<file path="src/design/tcm_pkg.sv">
package tcm_pkg;

  // Channel message layout, bit 0 is the first bit received on the link
  localparam int TCM_MSG_BITS = 15;
  localparam int TCM_START_LSB = 0;
  localparam int TCM_START_W = 3;
  localparam int TCM_PARITY_POS = 3;
  localparam int TCM_DATA_LSB = 4;
  localparam int TCM_DATA_W = 8;
  localparam int TCM_PORTS = 4;

  // Start codes; bit 0 must be one because it frames the message
  localparam logic [2:0] TCM_START_NORMAL = 3'h5;
  localparam logic [2:0] TCM_START_MAINT = 3'h7;

  // Field positions of the port status inside a control message data byte
  localparam int TCM_EN_FIELD_LSB = 0;
  localparam int TCM_TEST_FIELD_LSB = 4;

  // Timing of the buffer initialise pulse
  localparam int TCM_CLK_PERIOD_NS = 8;
  localparam int TCM_INIT_PULSE_NS = 500;
  localparam int TCM_INIT_PULSE_CYC = (TCM_INIT_PULSE_NS + TCM_CLK_PERIOD_NS - 1) / TCM_CLK_PERIOD_NS;
  localparam int TCM_INIT_CNT_W = 7;

  // Register port map and reset values
  localparam logic [7:0] TCM_REG_LINE_STATUS = 8'h00;
  localparam logic [7:0] TCM_REG_CHAN_STATE = 8'h04;
  localparam logic [3:0] TCM_EN_RST = 4'h0;
  localparam logic [3:0] TCM_TEST_RST = 4'h0;

  // Channel sequencer, Gray coded along receive, process, forward, reply
  typedef enum logic [2:0] {
    TCM_RECV = 3'h0,
    TCM_PROC = 3'h1,
    TCM_FWD_CLR = 3'h3,
    TCM_FWD_GATE = 3'h2,
    TCM_FWD_START = 3'h6,
    TCM_LOAD = 3'h7,
    TCM_SEND = 3'h5,
    TCM_INIT = 3'h4
  } tcm_state_t;

endpackage

</file>
<file path="src/design/tcm_channel_ctrl.sv">
`timescale 1ns/1ns
module tcm_channel_ctrl #(
  parameter logic [2:0] START_NORMAL = tcm_pkg::TCM_START_NORMAL,
  parameter logic [2:0] START_MAINT = tcm_pkg::TCM_START_MAINT,
  parameter int EN_FIELD_LSB = tcm_pkg::TCM_EN_FIELD_LSB,
  parameter int TEST_FIELD_LSB = tcm_pkg::TCM_TEST_FIELD_LSB
) (
  input wire logic REF_CLK_I,
  input wire logic RST_N_I,
  input wire logic CTRL_A_CARRIER_I,
  input wire logic [1:0] CTRL_A_RX_I,
  input wire logic CTRL_A_BIT_STB_I,
  input wire logic CTRL_B_CARRIER_I,
  input wire logic [1:0] CTRL_B_RX_I,
  input wire logic CTRL_B_BIT_STB_I,
  input wire logic CHAR_READY_FLAG_N_I,
  input wire logic LINE_IDLE_STATE_I,
  input wire logic [7:0] LINE_REG_REPLY_DATA_I,
  input wire logic [tcm_pkg::TCM_PORTS-1:0] PORT_ALARM_INPUTS_I,
  input wire logic [7:0] REG_ADDR_I,
  input wire logic [7:0] REG_WDATA_I,
  input wire logic REG_WR_I,
  input wire logic REG_RD_I,
  output logic [7:0] REG_RDATA_O,
  output logic DATA_PRESENT_N_O,
  output logic BUFFER_INIT_PULSE_O,
  output logic SELECT_CTRL_A_N_O,
  output logic SELECT_CTRL_B_N_O,
  output logic INHIBIT_CTRL_A_N_O,
  output logic INHIBIT_CTRL_B_N_O,
  output logic SERIAL_IN_DATA_O,
  output logic SHIFT_STROBE_N_O,
  output logic SERIAL_REPLY_DATA_O,
  output logic TX_ENABLE_CTRL_A_N_O,
  output logic TX_ENABLE_CTRL_B_N_O,
  output logic [1:0] TX_PAIR_CTRL_A_O,
  output logic [1:0] TX_PAIR_CTRL_B_O,
  output logic DEMAND_INTERRUPT_N_O,
  output logic LINE_BUF_CLEAR_N_O,
  output logic [7:0] CHAN_TO_LINE_DATA_O,
  output logic CHAN_TO_LINE_GATE_N_O,
  output logic LINE_START_N_O,
  output logic [tcm_pkg::TCM_PORTS-1:0] PORT_ENABLE_LINES_N_O,
  output logic [7:0] LINE_STATUS_O
);
  import tcm_pkg::*;

  // Odd parity over a whole message: true when the count of ones is odd
  function automatic logic odd_ok(input logic [TCM_MSG_BITS-1:0] m);
    odd_ok = ^m;
  endfunction

  // Builds a 15-bit message with generated odd parity and zero tail
  function automatic logic [TCM_MSG_BITS-1:0] build_msg(input logic [2:0] code, input logic [7:0] data);
    logic [TCM_MSG_BITS-1:0] m;
    m = '0;
    m[TCM_START_LSB +: TCM_START_W] = code;
    m[TCM_DATA_LSB +: TCM_DATA_W] = data;
    m[TCM_PARITY_POS] = ~(^m);
    build_msg = m;
  endfunction

  tcm_state_t state_q, state_d;
  logic [1:0] active_q;
  logic [TCM_MSG_BITS-1:0] buf_q, buf_d;
  logic strobe_n_q;
  logic in_bit_q;
  logic [TCM_INIT_CNT_W-1:0] init_cnt_q;
  logic [3:0] en_q;
  logic [3:0] en_n_q;
  logic [3:0] test_q;
  logic [3:0] alarm_q;
  logic reply_char_q;
  logic ami_pol_q;
  logic [1:0] pair_a_q, pair_b_q;
  logic reply_bit_q;
  logic [7:0] rdata_q;
  logic dp_n_q, init_o_q, sel_a_n_q, sel_b_n_q, txen_a_n_q, txen_b_n_q;
  logic demand_n_q, lb_clr_n_q, gate_n_q, start_n_q;
  logic [7:0] c2l_q;

  // Only the selected controller's input is gated through; the other is inhibited
  wire logic pick_a = (active_q == 2'b00) && (state_q == TCM_RECV) && CTRL_A_CARRIER_I;
  wire logic pick_b = (active_q == 2'b00) && (state_q == TCM_RECV) && !CTRL_A_CARRIER_I && CTRL_B_CARRIER_I;
  wire logic rx_stb = (active_q[0] & CTRL_A_BIT_STB_I) | (active_q[1] & CTRL_B_BIT_STB_I);
  wire logic rx_bit = (active_q[0] & (|CTRL_A_RX_I)) | (active_q[1] & (|CTRL_B_RX_I));
  wire logic carrier = (active_q[0] & CTRL_A_CARRIER_I) | (active_q[1] & CTRL_B_CARRIER_I);
  wire logic msg_end = (|active_q) && !carrier && (state_q != TCM_INIT);
  wire logic shift_edge = !strobe_n_q;

  // Decode of a framed message
  wire logic [2:0] rx_code = buf_q[TCM_START_LSB +: TCM_START_W];
  wire logic [7:0] rx_data = buf_q[TCM_DATA_LSB +: TCM_DATA_W];
  wire logic par_good = odd_ok(buf_q);
  wire logic is_char = par_good && (rx_code == START_NORMAL);
  wire logic is_ctrl = par_good && (rx_code == START_MAINT);
  wire logic char_ready = !CHAR_READY_FLAG_N_I;
  wire logic do_fwd = is_char && !char_ready && LINE_IDLE_STATE_I;
  wire logic upd_status = (state_q == TCM_PROC) && is_ctrl;
  wire logic reg_wr_stat = REG_WR_I && (REG_ADDR_I == TCM_REG_LINE_STATUS);
  // Next status values; the alarm bits use test_d so a status reply right after an update is current
  wire logic [3:0] en_d = upd_status ? rx_data[EN_FIELD_LSB +: 4] :
    (reg_wr_stat ? REG_WDATA_I[3:0] : en_q);
  wire logic [3:0] test_d = upd_status ? rx_data[TEST_FIELD_LSB +: 4] :
    (reg_wr_stat ? REG_WDATA_I[7:4] : test_q);
  wire logic init_done = (init_cnt_q == TCM_INIT_CNT_W'(TCM_INIT_PULSE_CYC - 1));
  wire logic [7:0] status_byte = {alarm_q, en_q};
  wire logic [7:0] reply_data = reply_char_q ? LINE_REG_REPLY_DATA_I : status_byte;
  wire logic [2:0] reply_code = reply_char_q ? START_NORMAL : START_MAINT;

  // Sequencer next state and channel buffer next value
  always_comb begin
    state_d = state_q;
    buf_d = buf_q;
    case (state_q)
      TCM_RECV: begin
        if (msg_end) begin
          state_d = TCM_INIT;
        end else if (buf_q[0]) begin
          state_d = TCM_PROC;
        end else if (shift_edge) begin
          buf_d = {in_bit_q, buf_q[TCM_MSG_BITS-1:1]};
        end
      end
      TCM_PROC: begin
        // Bad parity or unknown start code takes no action and answers with status
        state_d = do_fwd ? TCM_FWD_CLR : TCM_LOAD;
      end
      TCM_FWD_CLR: begin
        state_d = TCM_FWD_GATE;
      end
      TCM_FWD_GATE: begin
        state_d = TCM_FWD_START;
      end
      TCM_FWD_START: begin
        state_d = TCM_LOAD;
      end
      TCM_LOAD: begin
        buf_d = build_msg(reply_code, reply_data);
        state_d = TCM_SEND;
      end
      TCM_SEND: begin
        if (msg_end) begin
          state_d = TCM_INIT;
        end else if (shift_edge) begin
          buf_d = {1'b0, buf_q[TCM_MSG_BITS-1:1]};
        end
      end
      TCM_INIT: begin
        buf_d = '0;
        if (init_done) begin
          state_d = TCM_RECV;
        end
      end
      default: begin
        state_d = TCM_INIT;
      end
    endcase
    // An end of data in the middle of processing still forces re-initialise
    if (msg_end) begin
      state_d = TCM_INIT;
    end
  end

  // Sequencer registers
  always_ff @(posedge REF_CLK_I or negedge RST_N_I) begin
    if (!RST_N_I) begin
      state_q <= TCM_RECV;
      buf_q <= '0;
    end else begin
      state_q <= state_d;
      buf_q <= buf_d;
    end
  end

  // Controller selection; released only when the init pulse starts
  always_ff @(posedge REF_CLK_I or negedge RST_N_I) begin
    if (!RST_N_I) begin
      active_q <= 2'b00;
    end else if (state_d == TCM_INIT) begin
      active_q <= 2'b00;
    end else if (pick_a | pick_b) begin
      active_q <= {pick_b, pick_a};
    end
  end

  // Recovered strobe: low one cycle per bit, shift happens as it returns high
  always_ff @(posedge REF_CLK_I or negedge RST_N_I) begin
    if (!RST_N_I) begin
      strobe_n_q <= 1'b1;
      in_bit_q <= 1'b0;
      dp_n_q <= 1'b1;
    end else begin
      strobe_n_q <= !rx_stb;
      in_bit_q <= rx_bit;
      dp_n_q <= !carrier;
    end
  end

  // Init pulse length counter
  always_ff @(posedge REF_CLK_I or negedge RST_N_I) begin
    if (!RST_N_I) begin
      init_cnt_q <= '0;
    end else if (state_q == TCM_INIT) begin
      init_cnt_q <= init_cnt_q + TCM_INIT_CNT_W'(1);
    end else begin
      init_cnt_q <= '0;
    end
  end

  // Line status: a control message has priority over a register write in the same cycle
  always_ff @(posedge REF_CLK_I or negedge RST_N_I) begin
    if (!RST_N_I) begin
      en_q <= TCM_EN_RST;
      en_n_q <= ~TCM_EN_RST;
      test_q <= TCM_TEST_RST;
    end else begin
      en_q <= en_d;
      en_n_q <= ~en_d;
      test_q <= test_d;
    end
  end

  // Alarm bits track the inputs, or a forced test condition
  always_ff @(posedge REF_CLK_I or negedge RST_N_I) begin
    if (!RST_N_I) begin
      alarm_q <= 4'h0;
    end else begin
      alarm_q <= PORT_ALARM_INPUTS_I | test_d;
    end
  end

  // Reply kind latched from the ready flag seen at framing
  always_ff @(posedge REF_CLK_I or negedge RST_N_I) begin
    if (!RST_N_I) begin
      reply_char_q <= 1'b0;
    end else if (state_q == TCM_PROC) begin
      reply_char_q <= char_ready && (is_char || is_ctrl);
    end
  end

  // Select, inhibit and transmit enable lines, all registered
  always_ff @(posedge REF_CLK_I or negedge RST_N_I) begin
    if (!RST_N_I) begin
      sel_a_n_q <= 1'b1;
      sel_b_n_q <= 1'b1;
      txen_a_n_q <= 1'b1;
      txen_b_n_q <= 1'b1;
    end else begin
      sel_a_n_q <= !(pick_a | (active_q[0] & (state_d != TCM_INIT)));
      sel_b_n_q <= !(pick_b | (active_q[1] & (state_d != TCM_INIT)));
      txen_a_n_q <= !(active_q[0] & (state_d == TCM_SEND));
      txen_b_n_q <= !(active_q[1] & (state_d == TCM_SEND));
    end
  end

  // Serial reply with alternate-mark bipolar pairs; a one flips the pulse polarity
  always_ff @(posedge REF_CLK_I or negedge RST_N_I) begin
    if (!RST_N_I) begin
      reply_bit_q <= 1'b0;
      ami_pol_q <= 1'b0;
      pair_a_q <= 2'b00;
      pair_b_q <= 2'b00;
    end else if ((state_q == TCM_SEND) && shift_edge && !msg_end) begin
      reply_bit_q <= buf_q[0];
      ami_pol_q <= ami_pol_q ^ buf_q[0];
      pair_a_q <= (active_q[0] & buf_q[0]) ? {!ami_pol_q, ami_pol_q} : 2'b00;
      pair_b_q <= (active_q[1] & buf_q[0]) ? {!ami_pol_q, ami_pol_q} : 2'b00;
    end else if ((state_q != TCM_SEND) || msg_end) begin
      // A cut frame must not leave a pulse standing on a disabled pair
      reply_bit_q <= 1'b0;
      pair_a_q <= 2'b00;
      pair_b_q <= 2'b00;
    end
  end

  // Line controller handshake; each strobe is one cycle wide
  always_ff @(posedge REF_CLK_I or negedge RST_N_I) begin
    if (!RST_N_I) begin
      lb_clr_n_q <= 1'b1;
      gate_n_q <= 1'b1;
      start_n_q <= 1'b1;
      c2l_q <= 8'h00;
      init_o_q <= 1'b0;
      demand_n_q <= 1'b1;
    end else begin
      lb_clr_n_q <= (state_d != TCM_FWD_CLR);
      gate_n_q <= (state_d != TCM_FWD_GATE);
      start_n_q <= (state_d != TCM_FWD_START);
      if (state_q == TCM_FWD_CLR) begin
        c2l_q <= rx_data;
      end
      init_o_q <= (state_d == TCM_INIT);
      demand_n_q <= CHAR_READY_FLAG_N_I;
    end
  end

  // Register port read data, valid the cycle after the read strobe
  always_ff @(posedge REF_CLK_I or negedge RST_N_I) begin
    if (!RST_N_I) begin
      rdata_q <= 8'h00;
    end else if (REG_RD_I && (REG_ADDR_I == TCM_REG_LINE_STATUS)) begin
      rdata_q <= status_byte;
    end else if (REG_RD_I && (REG_ADDR_I == TCM_REG_CHAN_STATE)) begin
      rdata_q <= {1'b0, reply_char_q, active_q, 1'b0, state_q};
    end else begin
      rdata_q <= 8'h00;
    end
  end

  assign REG_RDATA_O = rdata_q;
  assign DATA_PRESENT_N_O = dp_n_q;
  assign BUFFER_INIT_PULSE_O = init_o_q;
  assign SELECT_CTRL_A_N_O = sel_a_n_q;
  assign SELECT_CTRL_B_N_O = sel_b_n_q;
  assign INHIBIT_CTRL_A_N_O = sel_b_n_q;
  assign INHIBIT_CTRL_B_N_O = sel_a_n_q;
  assign SERIAL_IN_DATA_O = in_bit_q;
  assign SHIFT_STROBE_N_O = strobe_n_q;
  assign SERIAL_REPLY_DATA_O = reply_bit_q;
  assign TX_ENABLE_CTRL_A_N_O = txen_a_n_q;
  assign TX_ENABLE_CTRL_B_N_O = txen_b_n_q;
  assign TX_PAIR_CTRL_A_O = pair_a_q;
  assign TX_PAIR_CTRL_B_O = pair_b_q;
  assign DEMAND_INTERRUPT_N_O = demand_n_q;
  assign LINE_BUF_CLEAR_N_O = lb_clr_n_q;
  assign CHAN_TO_LINE_DATA_O = c2l_q;
  assign CHAN_TO_LINE_GATE_N_O = gate_n_q;
  assign LINE_START_N_O = start_n_q;
  assign PORT_ENABLE_LINES_N_O = en_n_q;
  assign LINE_STATUS_O = status_byte;

endmodule

</file>
<file path="config.mk">
export PLATFORM = sky130hd
export DESIGN_NAME = tcm_channel_ctrl
export DESIGN_NICKNAME = d
export VERILOG_FILES = /design/src/design/tcm_pkg.sv /design/src/design/tcm_channel_ctrl.sv
export SDC_FILE = /design/constraint.sdc
export NUM_CORES = 1
export LEC_CHECK = 0
export BUFFER_PORTS_ARGS = -buffer_cell sky130_fd_sc_hd__buf_4
export CELL_PAD_IN_SITES_DETAIL_PLACEMENT = 0
export CELL_PAD_IN_SITES_GLOBAL_PLACEMENT = 2
export CORE_UTILIZATION = 35
export CTS_BUF_LIST = sky130_fd_sc_hd__clkbuf_8
export CTS_CLUSTER_SIZE = 12
export DETAILED_ROUTE_END_ITERATION = 10
export PLACE_DENSITY_LB_ADDON = 0.1
export SLEW_MARGIN = 20
export SYNTH_ARGS = -nofsm -noshare
export SYNTH_HDL_FRONTEND = slang
export SYNTH_SLANG_ARGS = --single-unit
</file>
<file path="constraint.sdc">
create_clock -name REF_CLK_I -period 2.6 [get_ports REF_CLK_I]
set_input_delay 0.13 -clock REF_CLK_I [delete_from_list [all_inputs] [get_ports REF_CLK_I]]
set_output_delay 0.13 -clock REF_CLK_I [all_outputs]
set_load 0.1 [all_outputs]
</file>
==> impl_metrics.toml <==
[global_route]
grt_max_degree = 79
antenna_found_initial = 0
grt_pass1_vias = 2912
grt_use_met2_pct = 28.66
grt_usage_pct = 18.84
busiest_layer = "met2"
globalRouteMet3Util_pct = 3.985
grt_overflow_total = 0
met1_usage_pct = 26.66
grt_pass1_wl_mm = 15.93

[yosys]
yosysUniqueCellTypes = 52
synth_top_cell_area_share_pct = 41.91
synth_area_leader_cell = "dfrtp_1"
synth.area.top_cells = "dfrtp_1, dfstp_2, mux2i_1"
syn_avg_cell_area_sq_um = 10.53
mappedNetlistNets = 409
yosysSeqAreaShare_pct = 51.54
ys_seq_elements = 78
synthArstFlopShare_pct = 100.0
yosysWarningCount = 0
synthCells = 363
synthFlopType = "dfrtp_1"
synth_area_sq_mm = 0.003821
synth-edff-count = 0

[sta]
setup_viol = 0
maxSlewHeadroom_pct = 50.10
max_slew.worst_pin.slew_ns = 0.7485
rsz0062_at_grt = "no"
period_needed_ns = 2.179
hold_violations = 0
fmax_mhz = 458.9
tns_ns = 0
slew_viol_final = 0
skew_ns = 0.009014
period_share_pct = 83.81

[place]
dpl.hpwl_mm = 7.241
io_buffers = 88
placed_area_sq_mm = 0.004651
finalWeightedCongestion = 0.7693

[floorplan]
dieHeight_microns = 106.5
dieArea_sq_mm = 0.01134
io_pins = 89
dieWidth_microns = 106.5
start_util_pct = 36.52
rows = 37
core_sq_mm = 0.01046

[final_layout]
multi_input_area_sq_mm = 0.001727
drive_above_1_share_pct = 31.33
area_delta_synth_final_pct = 30.39
register_area_sq_mm = 0.001969
final_cell_area_sq_mm = 0.004982
n_fill_cell = 1023
antenna_cells = 0
final_nets = 507

[setup_path]
cp_max_fo = 6
cp_slowest_stage_delay_ns = 0.45
crit_path_end_kind = "flip-flop"
worstSetupPathType = "flip-flop to flip-flop"
slowest_stage = "dfrtp_1"
arrival_ns = 2.48
required_ns = 2.90
cp_cell_sequence = "xnor2_1 > xnor3_1 > xnor3_2 > nand3_2 > a211oi_4 > o21ba_1"
start_kind = "flip-flop"
r2r_cells = 6

[pwr]
irDropWorstVdd_uv = 280.8
p_leak_nw = 2.329
p_per_area_mw_per_mm2 = 518.0

[worst_hold_path]
min_path_type = "input port to flip-flop"
hold_depth = 3

[cts]
cts_tree = "yes"
clock_sinks = 78
numCtsBuffers = 9
clock-root-buffer = "clkbuf_8"
insertion_delay_ns = 0.35
clkTransAtPathRegs_ns = 0.08
htree_num_levels = 3
clockBufferDepth = 2

[outcome]
status = "completed"

[detailed_routing]
detail_route.wl_per_cell_microns = 16.75
vias = 2948
drtPass1Iterations = 4
drt-initial-drc-count = 100
drc = 0
via_per_inst = 4.897
drtAntennaViolNets = 0
drt-total-wl_mm = 10.08

[run]
maxCapViolations = 0
cells by family (layout without fill, tap and decap cells):
kind of cell	after synthesis	after routing	share of synthesized area, %
buffers and inverters	28	131	3.274
AOI/OAI and AO/OA	76	76	13.33
muxes	35	35	9.430
adders and majority gates	4	4	1.310
and+or+nand+nor	114	114	13.95
DFF	78	78	51.54
xor gates and xnor gates	28	28	7.171
cell usage after synthesis (2+ instances only):
| cell type | instances |
|---|---|
| nor2_1 | 39 |
| a22oi_1 | 12 |
| or2_2 | 2 |
| nor2b_1 | 4 |
| nand3b_1 | 2 |
| mux2i_1 | 27 |
| buf_4 | 2 |
| a211oi_1 | 2 |
| a21o_1 | 5 |
| o21ai_0 | 27 |
| a21oi_1 | 10 |
| nand2b_1 | 2 |
| or3_1 | 2 |
| xnor2_1 | 14 |
| ha_1 | 4 |
| nand2_1 | 37 |
| o21bai_1 | 6 |
| inv_1 | 5 |
| nand3_1 | 3 |
| a32oi_1 | 2 |
| a32o_1 | 2 |
| mux2_2 | 8 |
| dfstp_2 | 14 |
| nor4_1 | 2 |
| and2_1 | 6 |
| nor3_1 | 4 |
| clkbuf_1 | 13 |
| xor2_1 | 12 |
| buf_1 | 3 |
| buf_2 | 4 |
| dfrtp_1 | 64 |
| and3_1 | 2 |
| nor3b_1 | 3 |
cell type report:
type | count | area share (%)
Sequential cell | 78 | 39.53
Multi-Input combinational cell | 257 | 34.66
Timing Repair Buffer | 110 | 17.05
Tap cell | 136 | 3.415
Clock buffer | 10 | 2.762
Clock inverter | 6 | 2.210
Inverter | 5 | 0.3767
stage by stage:
step / worst slack, ns / utilization (%) / hold WS, ns / power, mW / std cells
floorplan: 0.5503 / - / -0.1656 / 1.368 / 363
global placement: 0.4621 / 44.45 / 0.2807 / 1.473 / 578
detailed placement: 0.4333 / 44.45 / 0.2811 / 1.474 / 578
CTS: 0.4239 / 47.58 / 0.005836 / 2.609 / 602
global route: 0.2966 / 47.62 / 0.01604 / 2.675 / 602
finish: 0.4210 / 47.62 / 0.01334 / 2.581 / 602
power breakdown:
| group | switching [mW] | total, mW | internal [mW] |
|---|---|---|---|
| logic | 0.133 | 0.220 | 0.0862 |
| clock network | 0.462 | 1.12 | 0.662 |
| registers | 0.0103 | 1.24 | 1.23 |
routing by layer:
metal  share of wire [%]  up-vias
met1                  49     1401
met5                   0        -
met3                 5.8        9
met4                 1.2        0
met2                  44       88
li1                    -     1450
registers in the layout, summed over array words and instances, names as in the netlist, 3 cells and up:
| signal | flops |
|---|---|
| init_cnt_q | 7 |
| buf_q | 15 |
| REG_RDATA_O | 8 |
| CHAN_TO_LINE_DATA_O | 8 |
| en_q | 4 |
| PORT_ENABLE_LINES_N_O | 4 |
| test_q | 4 |
| alarm_q | 4 |
| state_q | 3 |
path summary, 6_finish.rpt:
check,from,end,slack [ns]
max,buf_q[5],active_q[0],0.42
min,CTRL_B_RX_I[0],SERIAL_IN_DATA_O,0.01
max reg2reg,buf_q[5],active_q[0],0.42
min reg2reg,CHAN_TO_LINE_DATA_O[5],CHAN_TO_LINE_DATA_O[5],0.52
max in group asynchronous,RST_N_I,init_cnt_q[3],1.75
min in group asynchronous,RST_N_I,REG_RDATA_O[6],0.38
worst max-delay path, delay by kind of cell, from the launching register on:
kind            cells  cell delay [ns]
simple gates        1             0.13
flops               1             0.45
xor+xnor            3             0.99
compound gates      2             0.56
placed cells by master, fill, tap and decap left out, drive strengths merged, types with 3 or more instances in the layout:
cell / count
inv: 6
dfrtp: 64
mux2: 8
nand2: 37
nor3: 4
a22oi: 12
buf: 102
xor2: 12
nor2: 39
nor2b: 4
o21bai: 6
bufinv: 3
o21ai: 27
xnor2: 14
ha: 4
a21oi: 10
and2: 7
dfstp: 14
a21o: 5
or3: 3
dlygate4sd3: 8
nor3b: 4
a211oi: 3
nand3: 4
clkbuf: 10
mux2i: 27
timing repair:
item                      in CTS  in global routing
hold endpoints to repair      70                  0
resized for setup              0                  0
buffers inserted               0                  0
hold buffers                   8                  0
No activity file was read; power rests on OpenSTA's default activity.
